==> src/hw/word_codec_pkg.sv <==
// shared constants for the network word format codec
package word_codec_pkg;

    // ------------------------------------------------------------
    // word and value widths
    // ------------------------------------------------------------
    localparam int WORD_W  = 16;
    localparam int VALUE_W = 32;

    // ------------------------------------------------------------
    // format and word order encodings
    // ------------------------------------------------------------
    localparam logic FMT_MULTIWORD = 1'b0;
    localparam logic FMT_INT32     = 1'b1;
    localparam logic ENDIAN_LITTLE = 1'b0;
    localparam logic ENDIAN_BIG    = 1'b1;

    // ------------------------------------------------------------
    // values after reset
    // ------------------------------------------------------------
    localparam logic RESET_FMT    = FMT_MULTIWORD;
    localparam logic RESET_ENDIAN = ENDIAN_LITTLE;

    // ------------------------------------------------------------
    // multi-word split and legal range
    // ------------------------------------------------------------
    localparam logic signed [31:0] MW_SCALE  = 32'sd1000;
    localparam logic signed [31:0] MW_MIN    = -32'sd32768000;
    localparam logic signed [31:0] MW_MAX    = 32'sd32767999;
    localparam logic signed [15:0] MW_LO_MAX = 16'sd999;
    localparam logic signed [15:0] MW_LO_MIN = -16'sd999;

    // ------------------------------------------------------------
    // latency of both directions in clock cycles
    // ------------------------------------------------------------
    localparam int CODEC_LATENCY = 1;

endpackage

==> src/hw/word_pair_packer.sv <==
// packs one signed 32-bit value into two 16-bit network words
module word_pair_packer
    import word_codec_pkg::*;
(
    input  wire logic [word_codec_pkg::VALUE_W-1:0] value,
    input  wire logic                               fmt,
    input  wire logic                               endian,
    output logic      [word_codec_pkg::WORD_W-1:0]  word_lo_addr,
    output logic      [word_codec_pkg::WORD_W-1:0]  word_hi_addr,
    output logic                                    range_err
);

    logic signed [31:0] sval;
    logic signed [31:0] quot;
    logic signed [31:0] rem;

    // ------------------------------------------------------------
    // thousands split, truncating toward zero
    // ------------------------------------------------------------
    // truncation keeps the sign on both words for negative values
    always_comb begin
        sval = $signed(value);
        quot = sval / MW_SCALE;                       // RULE3
        rem  = sval - quot * MW_SCALE;                // RULE13
    end

    // ------------------------------------------------------------
    // word placement per format and order
    // ------------------------------------------------------------
    always_comb begin
        range_err = 1'b0;
        if (fmt == FMT_INT32) begin                   // RULE6
            if (endian == ENDIAN_LITTLE) begin        // RULE7
                word_lo_addr = value[15:0];
                word_hi_addr = value[31:16];
            end else begin
                word_lo_addr = value[31:16];
                word_hi_addr = value[15:0];
            end
        end else begin
            word_lo_addr = quot[15:0];                // RULE3
            word_hi_addr = rem[15:0];
            // beyond the range the words are not meaningful; only flagged
            range_err = (sval < MW_MIN) || (sval > MW_MAX); // RULE4 RULE5
        end
    end

endmodule

==> src/hw/network_word_codec.sv <==
// network word format codec: value to word pair and word pair to value
//
// Contract
// RULE1 - data travels as 16-bit words, pairs for 32-bit
// RULE2 - multi-word format is the default
// RULE3 - low address thousands, high address remainder
// RULE4 - multi-word range -32768000 through 32767999
// RULE5 - overflowed multi-word results are indeterminate
// RULE6 - signed 32-bit binary format also supported
// RULE7 - word order selects least or most first
// RULE8 - replies use the host's own word order
// RULE9 - host picks protocol-typical default word order
// RULE10 - input and output formats configured separately
// RULE11 - host should use 32-bit for continuous rotation
// RULE12 - description-file hosts use 32-bit little endian
// RULE13 - negative multi-word: both words signed, small remainder
module network_word_codec
    import word_codec_pkg::*;
(
    input  wire logic                               ref_clk,
    input  wire logic                               nrst,
    input  wire logic                               ce,
    input  wire logic                               cfg_wr,
    input  wire logic                               cfg_in_fmt,
    input  wire logic                               cfg_out_fmt,
    input  wire logic                               cfg_endian,
    input  wire logic                               tx_valid,
    input  wire logic [word_codec_pkg::VALUE_W-1:0] tx_value,
    input  wire logic                               rx_valid,
    input  wire logic [word_codec_pkg::WORD_W-1:0]  rx_word0,
    input  wire logic [word_codec_pkg::WORD_W-1:0]  rx_word1,
    output logic                                    in_fmt,
    output logic                                    out_fmt,
    output logic                                    endian,
    output logic                                    in_valid,
    output logic      [word_codec_pkg::WORD_W-1:0]  in_word0,
    output logic      [word_codec_pkg::WORD_W-1:0]  in_word1,
    output logic                                    in_range_err,
    output logic                                    out_valid,
    output logic      [word_codec_pkg::VALUE_W-1:0] out_value,
    output logic                                    out_range_err
);

    import word_codec_pkg::*;

    // ------------------------------------------------------------
    // configuration state
    // ------------------------------------------------------------
    logic in_fmt_r;
    logic in_fmt_nxt;
    logic out_fmt_r;
    logic out_fmt_nxt;
    logic endian_r;
    logic endian_nxt;

    // each direction has its own format; one shared word order
    always_comb begin
        in_fmt_nxt  = in_fmt_r;
        out_fmt_nxt = out_fmt_r;
        endian_nxt  = endian_r;
        if (cfg_wr) begin
            in_fmt_nxt  = cfg_in_fmt;                 // RULE10
            out_fmt_nxt = cfg_out_fmt;                // RULE10
            endian_nxt  = cfg_endian;                 // RULE8
        end
    end

    // reset lands in multi-word format
    always_ff @(posedge ref_clk or negedge nrst) begin
        if (!nrst) begin
            in_fmt_r  <= RESET_FMT;                   // RULE2
            out_fmt_r <= RESET_FMT;                   // RULE2
            endian_r  <= RESET_ENDIAN;
        end else if (ce) begin
            in_fmt_r  <= in_fmt_nxt;
            out_fmt_r <= out_fmt_nxt;
            endian_r  <= endian_nxt;
        end
    end

    assign in_fmt  = in_fmt_r;
    assign out_fmt = out_fmt_r;
    assign endian  = endian_r;

    // ------------------------------------------------------------
    // device to host: value into two words
    // ------------------------------------------------------------
    logic [WORD_W-1:0] pk_w0;
    logic [WORD_W-1:0] pk_w1;
    logic              pk_err;

    word_pair_packer u_packer (
        .value        (tx_value),
        .fmt          (in_fmt_r),
        .endian       (endian_r),
        .word_lo_addr (pk_w0),
        .word_hi_addr (pk_w1),
        .range_err    (pk_err)
    );

    logic              in_valid_r;
    logic              in_valid_nxt;
    logic [WORD_W-1:0] in_word0_r;
    logic [WORD_W-1:0] in_word0_nxt;
    logic [WORD_W-1:0] in_word1_r;
    logic [WORD_W-1:0] in_word1_nxt;
    logic              in_err_r;
    logic              in_err_nxt;

    // words hold their last value between requests
    always_comb begin
        in_valid_nxt = tx_valid;
        in_word0_nxt = in_word0_r;
        in_word1_nxt = in_word1_r;
        in_err_nxt   = in_err_r;
        if (tx_valid) begin
            in_word0_nxt = pk_w0;                     // RULE1
            in_word1_nxt = pk_w1;                     // RULE1
            in_err_nxt   = pk_err;                    // RULE5
        end
    end

    always_ff @(posedge ref_clk or negedge nrst) begin
        if (!nrst) begin
            in_valid_r <= 1'b0;
            in_word0_r <= '0;
            in_word1_r <= '0;
            in_err_r   <= 1'b0;
        end else if (ce) begin
            in_valid_r <= in_valid_nxt;
            in_word0_r <= in_word0_nxt;
            in_word1_r <= in_word1_nxt;
            in_err_r   <= in_err_nxt;
        end
    end

    assign in_valid     = in_valid_r;
    assign in_word0     = in_word0_r;
    assign in_word1     = in_word1_r;
    assign in_range_err = in_err_r;

    // ------------------------------------------------------------
    // host to device: two words into value
    // ------------------------------------------------------------
    logic signed [31:0] mw_hi;
    logic signed [31:0] mw_lo;
    logic signed [31:0] dec_value;
    logic               dec_err;

    // the remainder word is checked since a full product never overflows
    always_comb begin
        mw_hi   = {{16{rx_word0[15]}}, rx_word0};
        mw_lo   = {{16{rx_word1[15]}}, rx_word1};
        dec_err = 1'b0;
        if (out_fmt_r == FMT_INT32) begin             // RULE6
            if (endian_r == ENDIAN_LITTLE) begin      // RULE7
                dec_value = {rx_word1, rx_word0};
            end else begin
                dec_value = {rx_word0, rx_word1};
            end
        end else begin
            dec_value = mw_hi * MW_SCALE + mw_lo;     // RULE3
            dec_err   = ($signed(rx_word1) > MW_LO_MAX) ||
                        ($signed(rx_word1) < MW_LO_MIN) ||
                        (dec_value < MW_MIN) || (dec_value > MW_MAX); // RULE4 RULE13
        end
    end

    logic               out_valid_r;
    logic               out_valid_nxt;
    logic [VALUE_W-1:0] out_value_r;
    logic [VALUE_W-1:0] out_value_nxt;
    logic               out_err_r;
    logic               out_err_nxt;

    always_comb begin
        out_valid_nxt = rx_valid;
        out_value_nxt = out_value_r;
        out_err_nxt   = out_err_r;
        if (rx_valid) begin
            out_value_nxt = dec_value;
            out_err_nxt   = dec_err;
        end
    end

    always_ff @(posedge ref_clk or negedge nrst) begin
        if (!nrst) begin
            out_valid_r <= 1'b0;
            out_value_r <= '0;
            out_err_r   <= 1'b0;
        end else if (ce) begin
            out_valid_r <= out_valid_nxt;
            out_value_r <= out_value_nxt;
            out_err_r   <= out_err_nxt;
        end
    end

    assign out_valid     = out_valid_r;
    assign out_value     = out_value_r;
    assign out_range_err = out_err_r;
endmodule

==> config.mk <==
export PLATFORM = sky130hd
export DESIGN_NAME = network_word_codec
export DESIGN_NICKNAME = d
export VERILOG_FILES = /design/src/hw/word_codec_pkg.sv /design/src/hw/word_pair_packer.sv /design/src/hw/network_word_codec.sv
export SDC_FILE = /design/constraint.sdc
export NUM_CORES = 1
export LEC_CHECK = 0
export BUFFER_PORTS_ARGS = -buffer_cell sky130_fd_sc_hd__buf_2
export CORE_ASPECT_RATIO = 1.5
export CORE_MARGIN = 3
export CORE_UTILIZATION = 30
export CTS_CLUSTER_DIAMETER = 60
export DETAILED_ROUTE_END_ITERATION = 8
export GPL_TIMING_DRIVEN = 0
export SETUP_SLACK_MARGIN = 0.2
export SLEW_MARGIN = 10
export SYNTH_ARGS = -nofsm -noshare
export SYNTH_HDL_FRONTEND = slang
export SYNTH_SLANG_ARGS = --single-unit
==> constraint.sdc <==
create_clock -name ref_clk -period 2.53 [get_ports ref_clk]
set_input_delay 0.1265 -clock ref_clk [delete_from_list [all_inputs] [get_ports ref_clk]]
set_output_delay 0.1265 -clock ref_clk [all_outputs]
set_load 0.05 [all_outputs]
==> results of run 1 <==
kinds of logic (layout without fill, tap and decap cells):
logic type               after synthesis  in the layout  synth area share
AO/OA/AOI/OAI                        723            723            0.3002
AND/OR/NAND/NOR                      632            632            0.1837
buffers and inverters                251            666           0.05730
XOR/XNOR                             183            183           0.09810
other                                  0              3                 0
multiplexers                         100            100           0.06207
adder cells (fa/ha/maj)              220            220            0.1958
flip-flops                            71             71            0.1027
layout make-up:
cell class | count | share of cell area
Inverter | 149 | 0.02332
Sequential cell | 71 | 0.07045
Multi-Input combinational cell | 1858 | 0.7103
Antenna cell | 3 | 0.0002977
Timing Repair Buffer | 400 | 0.1191
Buffer | 101 | 0.02585
Clock buffer | 11 | 0.009625
Tap cell | 763 | 0.03786
Clock inverter | 5 | 0.003225
cells in the final DEF (no fill, tap or decap), types with 37 or more instances in the layout:
cell	count
inv_1	120
fa_1	83
o21ai_1	77
nand2_1	211
buf_4	227
o21ai_0	71
o211ai_1	37
ha_1	96
buf_2	132
mux2i_1	61
dfrtp_1	71
a21oi_2	50
clkbuf_1	40
buf_6	53
xnor2_1	81
nor2_1	103
a21oi_1	76
nand3_1	47
xor2_1	39
worst max-delay path: cells and delay by family:
family	cells	cell delay [ns]
fa+ha+maj	8	2.94
buf+inv	26	3.23
xor+xnor	9	1.42
compound gates	32	6.84
mux	8	2.09
simple gates	22	4.92
per-stage QoR:
stage                     cells  hold WS (ns)  cell area [um^2]  setup slack (ns)
after floorplan            2180       -0.1691             17990            -18.02
after global placement     3075        0.3761             19610            -21.68
after detailed placement   3076        0.1237             19630            -21.99
after CTS                  3263       0.05399             23120            -18.58
after global routing       3358       0.07146             25210            -19.52
final                      3361       0.05798             25220            -18.84
path summary, 6_finish.rpt:
kind | endpoint
setup / recovery | in_word1[15]
hold / removal | in_fmt
setup reg to reg | out_value[24]
hold reg to reg | in_word0[0]
max in group asynchronous | in_word0[2]
min in group asynchronous | out_value[12]
timing repair:
action	4_1_cts	5_1_grt
endpoints found under the hold margin	35	0
cloned	1	0
pin swaps	166	163
endpoints found under the setup margin	58	60
hold buffers	2	0
resized for setup	370	278
buffers inserted	169	95
metal layers:
metal / global-route usage / vias up
li1: - / 8839
met1: 0.2352 / 9453
met2: 0.4098 / 778
met3: 0.03173 / 257
met4: 0.1037 / 10
met5: 0 / -
==> results.txt, run 1 <==
The timing startpoint of the critical path is tx_value[14]. The initial antenna violation count came out at 9. The count of input and output buffers is 132. The worst slew margin relative to its limit came out at 0.2102. The DRC violation total after the first TritonRoute iteration came out at 1375.

The area fraction of the dominant cell type after synthesis is 0.1027. The worst hold path passes through 2 cells. The dominant cell by count in the synthesized netlist is nand2_1.

Clock-pin slew was measured on the worst setup and hold paths at 0.08 ns. The largest single stage delay on the critical path is 0.54 ns. The routability congestion estimate is 0.9454. The final layout net count came out at 2878. The final number of max-transition violations came out at 0. The share of layout cells above drive strength 1 came out at 0.3911. The number of buffers inserted during clock tree synthesis came out at 9.

The transition time at the pin with the least slew margin came out at 1.176 ns. The die width is 202.0 um. The DRC violation count after routing came out at 0. The startpoint of the worst hold path is cfg_in_fmt. STA classifies the critical path endpoint as a flip-flop.

By count the netlist is led by 223 x nand2_1, 155 x o21ai_0, 147 x inv_1. Of all nets on the critical path, the largest fanout is 8. The most numerous cell type found on the critical path is buf_6. Counting flops with an async set or reset pin after synthesis yields a share of 1.000. The CTS tree is done. During synthesis, Yosys emitted a total of 0 warnings. The placeable core region is 0.05690 mm^2. The post-layout utilization of the core came out at 0.4432.

Setup slack on the critical path of the routed design comes to -18.84 ns. By area the synthesized netlist is led by dfrtp_1 10%, fa_1 10%, ha_1 9.3%. The worst clock skew came out at 0.01998 ns. The count of fill cells added during filler insertion is 5350.

The die covers 0.06062 mm^2. The vertical extent of the die is 300.1 um. The top-level I/O count came out at 144. The cell area after synthesis is 0.01729 mm^2. The unique cell type count in the Yosys netlist is 134. A synthesized cell averages 7.933 um^2.

The global-route wire length before repair is 106.1 mm. The worst path arrival time came out at 21.63 ns. The area used by multi-input combinational logic is 0.01791 mm^2. The max-cap check violation count came out at 0. Global routing finished with a remaining overflow of 0. The final critical delay including setup and external delays is 21.37 ns. The starting density of the core came out at 0.3039. The met1 layer wirelength in the final routing came out at 25.68 mm.

In this run the critical register-to-register path is launched from endian. After floorplanning, the core was divided into 107 placement rows. The wire length per cell is 21.00 um. The post-synthesis net count came out at 2468. The critical path is of the in2reg type. The number of optimization iterations in the first detailed-route pass is 5. The final layout contains routed wiring with a total length of 70.58 mm.

Summed over all instances, the cell type with the most area after synthesis is dfrtp_1. Entering global routing, the biggest net connects 38 pins. The worst-case clock buffer depth is 2.

The flow ran to the end, but the final reports show violations. Setup repair after global routing could not meet its margin everywhere. The remaining antenna violation count came out at 0.

The fmax came out at 46.80 MHz. Using the TritonRoute via totals, the vias-per-cell ratio works out to 5.753. The H-tree generated during clock tree synthesis spans 3 levels. The final reports fail on setup timing. The footprint of the flip-flops and latches is 0.001777 mm^2. The highest metal layer carrying signal wires in the routed design is met5. The detailed-routed wire length on met2 came out at 36.87 mm. The total routing resource utilization after global routing came out at 0.2168. At the later pin of the worst-skew pair, clock insertion delay measures 0.36 ns. The share of the clock period used by the worst path came out at 8.445. The signed area change from the synthesized netlist to the final layout is 45.82%. The met3 wirelength from detailed routing came out at 3.915 mm.

The most frequently used flop master after synthesis is dfrtp_1. The slowest stage of the critical path belongs to the cell or4b_4. The count of final hold-check violations came out at 0. The flip-flop count of the largest register, all copies and words added is 32. The clock sink total came out at 71.

The number of standard cells after synthesis came out at 2180. The worst register-to-register path has a setup slack of -0.08 ns. The path class of the tightest hold or removal check is in2reg. For this run, the register share of the synthesized area comes to 0.1027. The routed layout has 19337 vias.

The setup TNS came out at -506.19 ns. STA classifies the critical path startpoint as an input port. The flop and latch count out of synthesis came out at 71.

The via count of the first global-routing pass was 19497. The number of cell instances on the worst register-to-register path came out at 7. Setup violations remaining at the end of the flow were counted as 54. The placed wire-length estimate after detailed placement is 51.41 mm.

The required time of the worst setup path came out at 2.79 ns. The tree is rooted in a clkbuf_16. The count of flip-flops with a built-in enable after synthesis is 0.
Power of run 1 is not shown: default switching activity piles up to over one toggle a cycle in this logic, so the estimate is an artifact.
==> inputs of run 2 (changes only) <==
--- a/config.mk
+++ b/config.mk
@@ -16,4 +16,5 @@
 export SLEW_MARGIN = 10
 export SYNTH_ARGS = -nofsm -noshare
 export SYNTH_HDL_FRONTEND = slang
+export SYNTH_HIERARCHICAL = 1
 export SYNTH_SLANG_ARGS = --single-unit
==> results.txt, run 2 <==
The global-route wire length before repair came out at 107.2 mm (was 106.1 mm). The global-route congestion overflow total is 0 (unchanged). The number of warnings issued by yosys was 6 (was 0).

The vertical extent of the die is 309.6 um (was 300.1 um). Area contributors post-synth: dfrtp_1 9.6%, fa_1 9.3%, ha_1 9.1% (was dfrtp_1 10%, fa_1 10%, ha_1 9.3%). The final routed wirelength across all metal layers came to 72.30 mm (was 70.58 mm). The final critical delay including setup and external delays was 21.23 ns (was 21.37 ns). The starting density of the core came out at 0.3051 (was 0.3039).

The worst path arrival time came out at 21.49 ns (was 21.63 ns). Top library cells by usage in the layout, fill and taps aside: 244 x buf_4, 216 x nand2_1, 207 x inv_1 (was 227 x buf_4, 211 x nand2_1, 132 x buf_2). The largest incremental delay on the critical path is 0.62 ns (was 0.54 ns). The most frequently used flop master after synthesis is dfrtp_1 (unchanged). The DRC violation total after the first TritonRoute iteration was 1120 (was 1375).

The post-synthesis sequential area ratio is 0.09637 (was 0.1027). The post-synthesis net count is 2690 (was 2468). The setup TNS is -511.33 ns (was -506.19 ns).

The cell with the biggest individual delay on the critical path is or4_4 (was or4b_4). Status: finished, violations left (unchanged). The number of buffers inserted during clock tree synthesis is 9 (unchanged).

The largest area contributor in the netlist is dfrtp_1 (unchanged). The type of destination of the critical path is a flip-flop (unchanged). The max-cap check violation count is 0 (unchanged). The smallest setup slack after layout is -18.70 ns (was -18.84 ns). The post-CTS clock slew at the launch and capture registers of the worst setup and hold paths came out at 0.07 ns (was 0.08 ns).

The count of flip-flops with a built-in enable after synthesis is 0 (unchanged). The initial antenna violation count is 1 (was 9). The count of input and output buffers came out at 130 (was 132). Setup repair after global routing missed its margin: yes (unchanged).

The cell seen most often among critical-path stages is buf_6 (unchanged). The remaining antenna violation count is 0 (unchanged). The largest fanout on the critical path came out at 8 (unchanged). The row count is 110 (was 107). The total routing resource utilization after global routing is 0.2054 (was 0.2168).

Violated checks: setup timing (unchanged). The number of standard cells after synthesis came out at 2397 (was 2180). The via total after detailed routing is 20592 (was 19337). The die width is 208.4 um (was 202.0 um). The dominant cell by count in the synthesized netlist is inv_1 (was nand2_1). The maximum number of pins on one net before global-route repair came to 45 (was 38).

The routed via count divided by cell count is 5.682 (was 5.753). The worst slew margin relative to its limit came out at 0.1836 (was 0.2102). The clock sink total is 71 (unchanged). The CTS tree is done (unchanged).

List of most frequent post-synthesis cells: 250 x inv_1, 236 x nand2_1, 163 x nor2_1 (was 223 x nand2_1, 155 x o21ai_0, 147 x inv_1). The worst-case clock buffer depth came out at 2 (unchanged). The signed area change from the synthesized netlist to the final layout is 47.23% (was 45.82%). The number of levels the H-tree was split into was 3 (unchanged).

The worst clock skew came out at 0.007645 ns (was 0.01998 ns). The area fraction of the dominant cell type after synthesis came out at 0.09637 (was 0.1027). The most common cell after layout, fill and taps aside is buf_4 (unchanged).

The final layout net count came out at 3126 (was 2878). The routability congestion estimate came out at 0.9274 (was 0.9454). The required time of the worst setup path is 2.80 ns (was 2.79 ns). The final number of max-transition violations is 0 (unchanged). The flop and latch count out of synthesis is 71 (unchanged). The DRC violation count after routing is 0 (unchanged). The count of final hold-check violations came out at 0 (unchanged). The top-level I/O count was 144 (unchanged).

The unique cell type count in the Yosys netlist is 131 (was 134). The placed wire-length estimate after detailed placement came out at 53.33 mm (was 51.41 mm). The cell area after synthesis came out at 0.01844 mm^2 (was 0.01729 mm^2). The kind of start point of the critical path is an input port (unchanged).

The path class of the lowest-slack min-delay path was in2reg (unchanged). The overall die area was 0.06453 mm^2 (was 0.06062 mm^2). The total setup violations reported at the end of the flow is 54 (unchanged). The transition time at the pin with the least slew margin is 1.216 ns (was 1.176 ns). The share of layout cells above drive strength 1 is 0.4025 (was 0.3911). The per-instance average area after synthesis is 7.691 um^2 (was 7.933 um^2). The root buffer cell is clkbuf_16 (unchanged).

The count of buffer and inverter cells on the critical path is 34 (was 26). The share of synthesized registers carrying an async set or reset is 1.000 (unchanged). The wire length per cell came out at 19.95 um (was 21.00 um).

The number of optimization iterations in the first detailed-route pass is 5 (unchanged). The critical path class was in2reg (unchanged). The flip-flop count of the largest register, all copies and words added is 32 (unchanged). The placeable core region is 0.06042 mm^2 (was 0.05690 mm^2). The share of the clock period used by the worst path came out at 8.390 (was 8.445). The family of cells with the greatest summed delay on the critical path is compound AO/OA/AOI/OAI gates (unchanged). The later-pin clock latency in the skew report came out at 0.38 ns (was 0.36 ns). The via count of the first global-routing pass came out at 20262 (was 19497).

The fmax came out at 47.11 MHz (was 46.80 MHz). The flop-to-flop setup slack came out at -0.45 ns (was -0.08 ns).
-- run 2: cell types whose count changed after synthesis, sizes merged, moves of 13 or more --
| cell | previous run | this run |
|---|---|---|
| nor3 | 48 | 78 |
| or2 | 15 | 30 |
| a21o | 22 | 41 |
| o21bai | 40 | 13 |
| nor2 | 132 | 165 |
| o21ai | 193 | 170 |
| inv | 149 | 250 |
| xnor2 | 131 | 118 |
| mux2 | 26 | 61 |
| a21oi | 145 | 130 |
-- run 2: per-stage QoR --
step / std cells / instance area [um^2] / setup slack [ns] / hold slack [ns] / util
floorplan: 2397 / 19390 / -17.40 / -0.1691 / -
global route: 3621 / 27140 / -19.46 / 0.1364 / 0.4491
detailed placement: 3312 / 21060 / -21.28 / 0.07681 / 0.3486
global placement: 3311 / 21020 / -21.34 / 0.3593 / 0.3479
CTS: 3494 / 24100 / -18.17 / 0.1010 / 0.3989
finish: 3624 / 27140 / -18.70 / 0.1197 / 0.4492
-- run 2: per-layer routing --
metal,track usage,wire [um],vias to the layer above
met3,0.02590,3312,253
met5,0,0,-
met2,0.3972,38320,736
met1,0.2087,26030,10060
met4,0.1254,4637,0
li1,-,-,9543
-- run 2: cells by family after synthesis --
group	count (synthesis)	share of synthesized area
and+or+nand+nor	758	0.2064
buffers and inverters	347	0.07424
DFF	71	0.09637
AOI/OAI and AO/OA	697	0.2772
xor gates and xnor gates	175	0.08612
adders and majority gates	225	0.1871
muxes	124	0.07255
-- run 2: final cells by class --
type	count	area (um^2)
Tap cell	784	980.9
Multi-Input combinational cell	1981	19140
Timing Repair Buffer	423	3257
Clock inverter	5	58.81
Buffer	96	701.9
Fill cell	5737	33280
Sequential cell	71	1777
Clock buffer	10	239.0
Inverter	251	979.7
Antenna cell	3	7.507
-- run 2: final timing paths --
path	startpoint	end	depth (start not counted)
setup / recovery	tx_value[14]	in_word1[14]	107
max in group asynchronous	nrst	out_range_err	3
hold / removal	rx_word1[2]	out_value[2]	3
hold reg to reg	out_value[3]	out_value[3]	2
min in group asynchronous	nrst	in_word1[9]	2
setup reg to reg	endian	in_word1[3]	6
-- run 2: timing repair --
| action | in CTS | in global routing |
|---|---|---|
| endpoints found under the hold margin | 30 | 0 |
| resized for setup | 291 | 427 |
| hold buffers | 4 | 0 |
| pin swaps | 128 | 217 |
| endpoints found under the setup margin | 56 | 56 |
| setup buffers | 160 | 126 |
| gates cloned | 3 | 1 |
-- run 2: worst register-to-register path, stage by stage (launching register included) --
cell      delay, ns
dfrtp_1        0.53
clkbuf_1       0.44
clkbuf_1       0.48
buf_1          0.52
mux2i_1        0.43
mux2i_1        0.17
mux2_2         0.30
Power of run 2 is left out for the same reason.
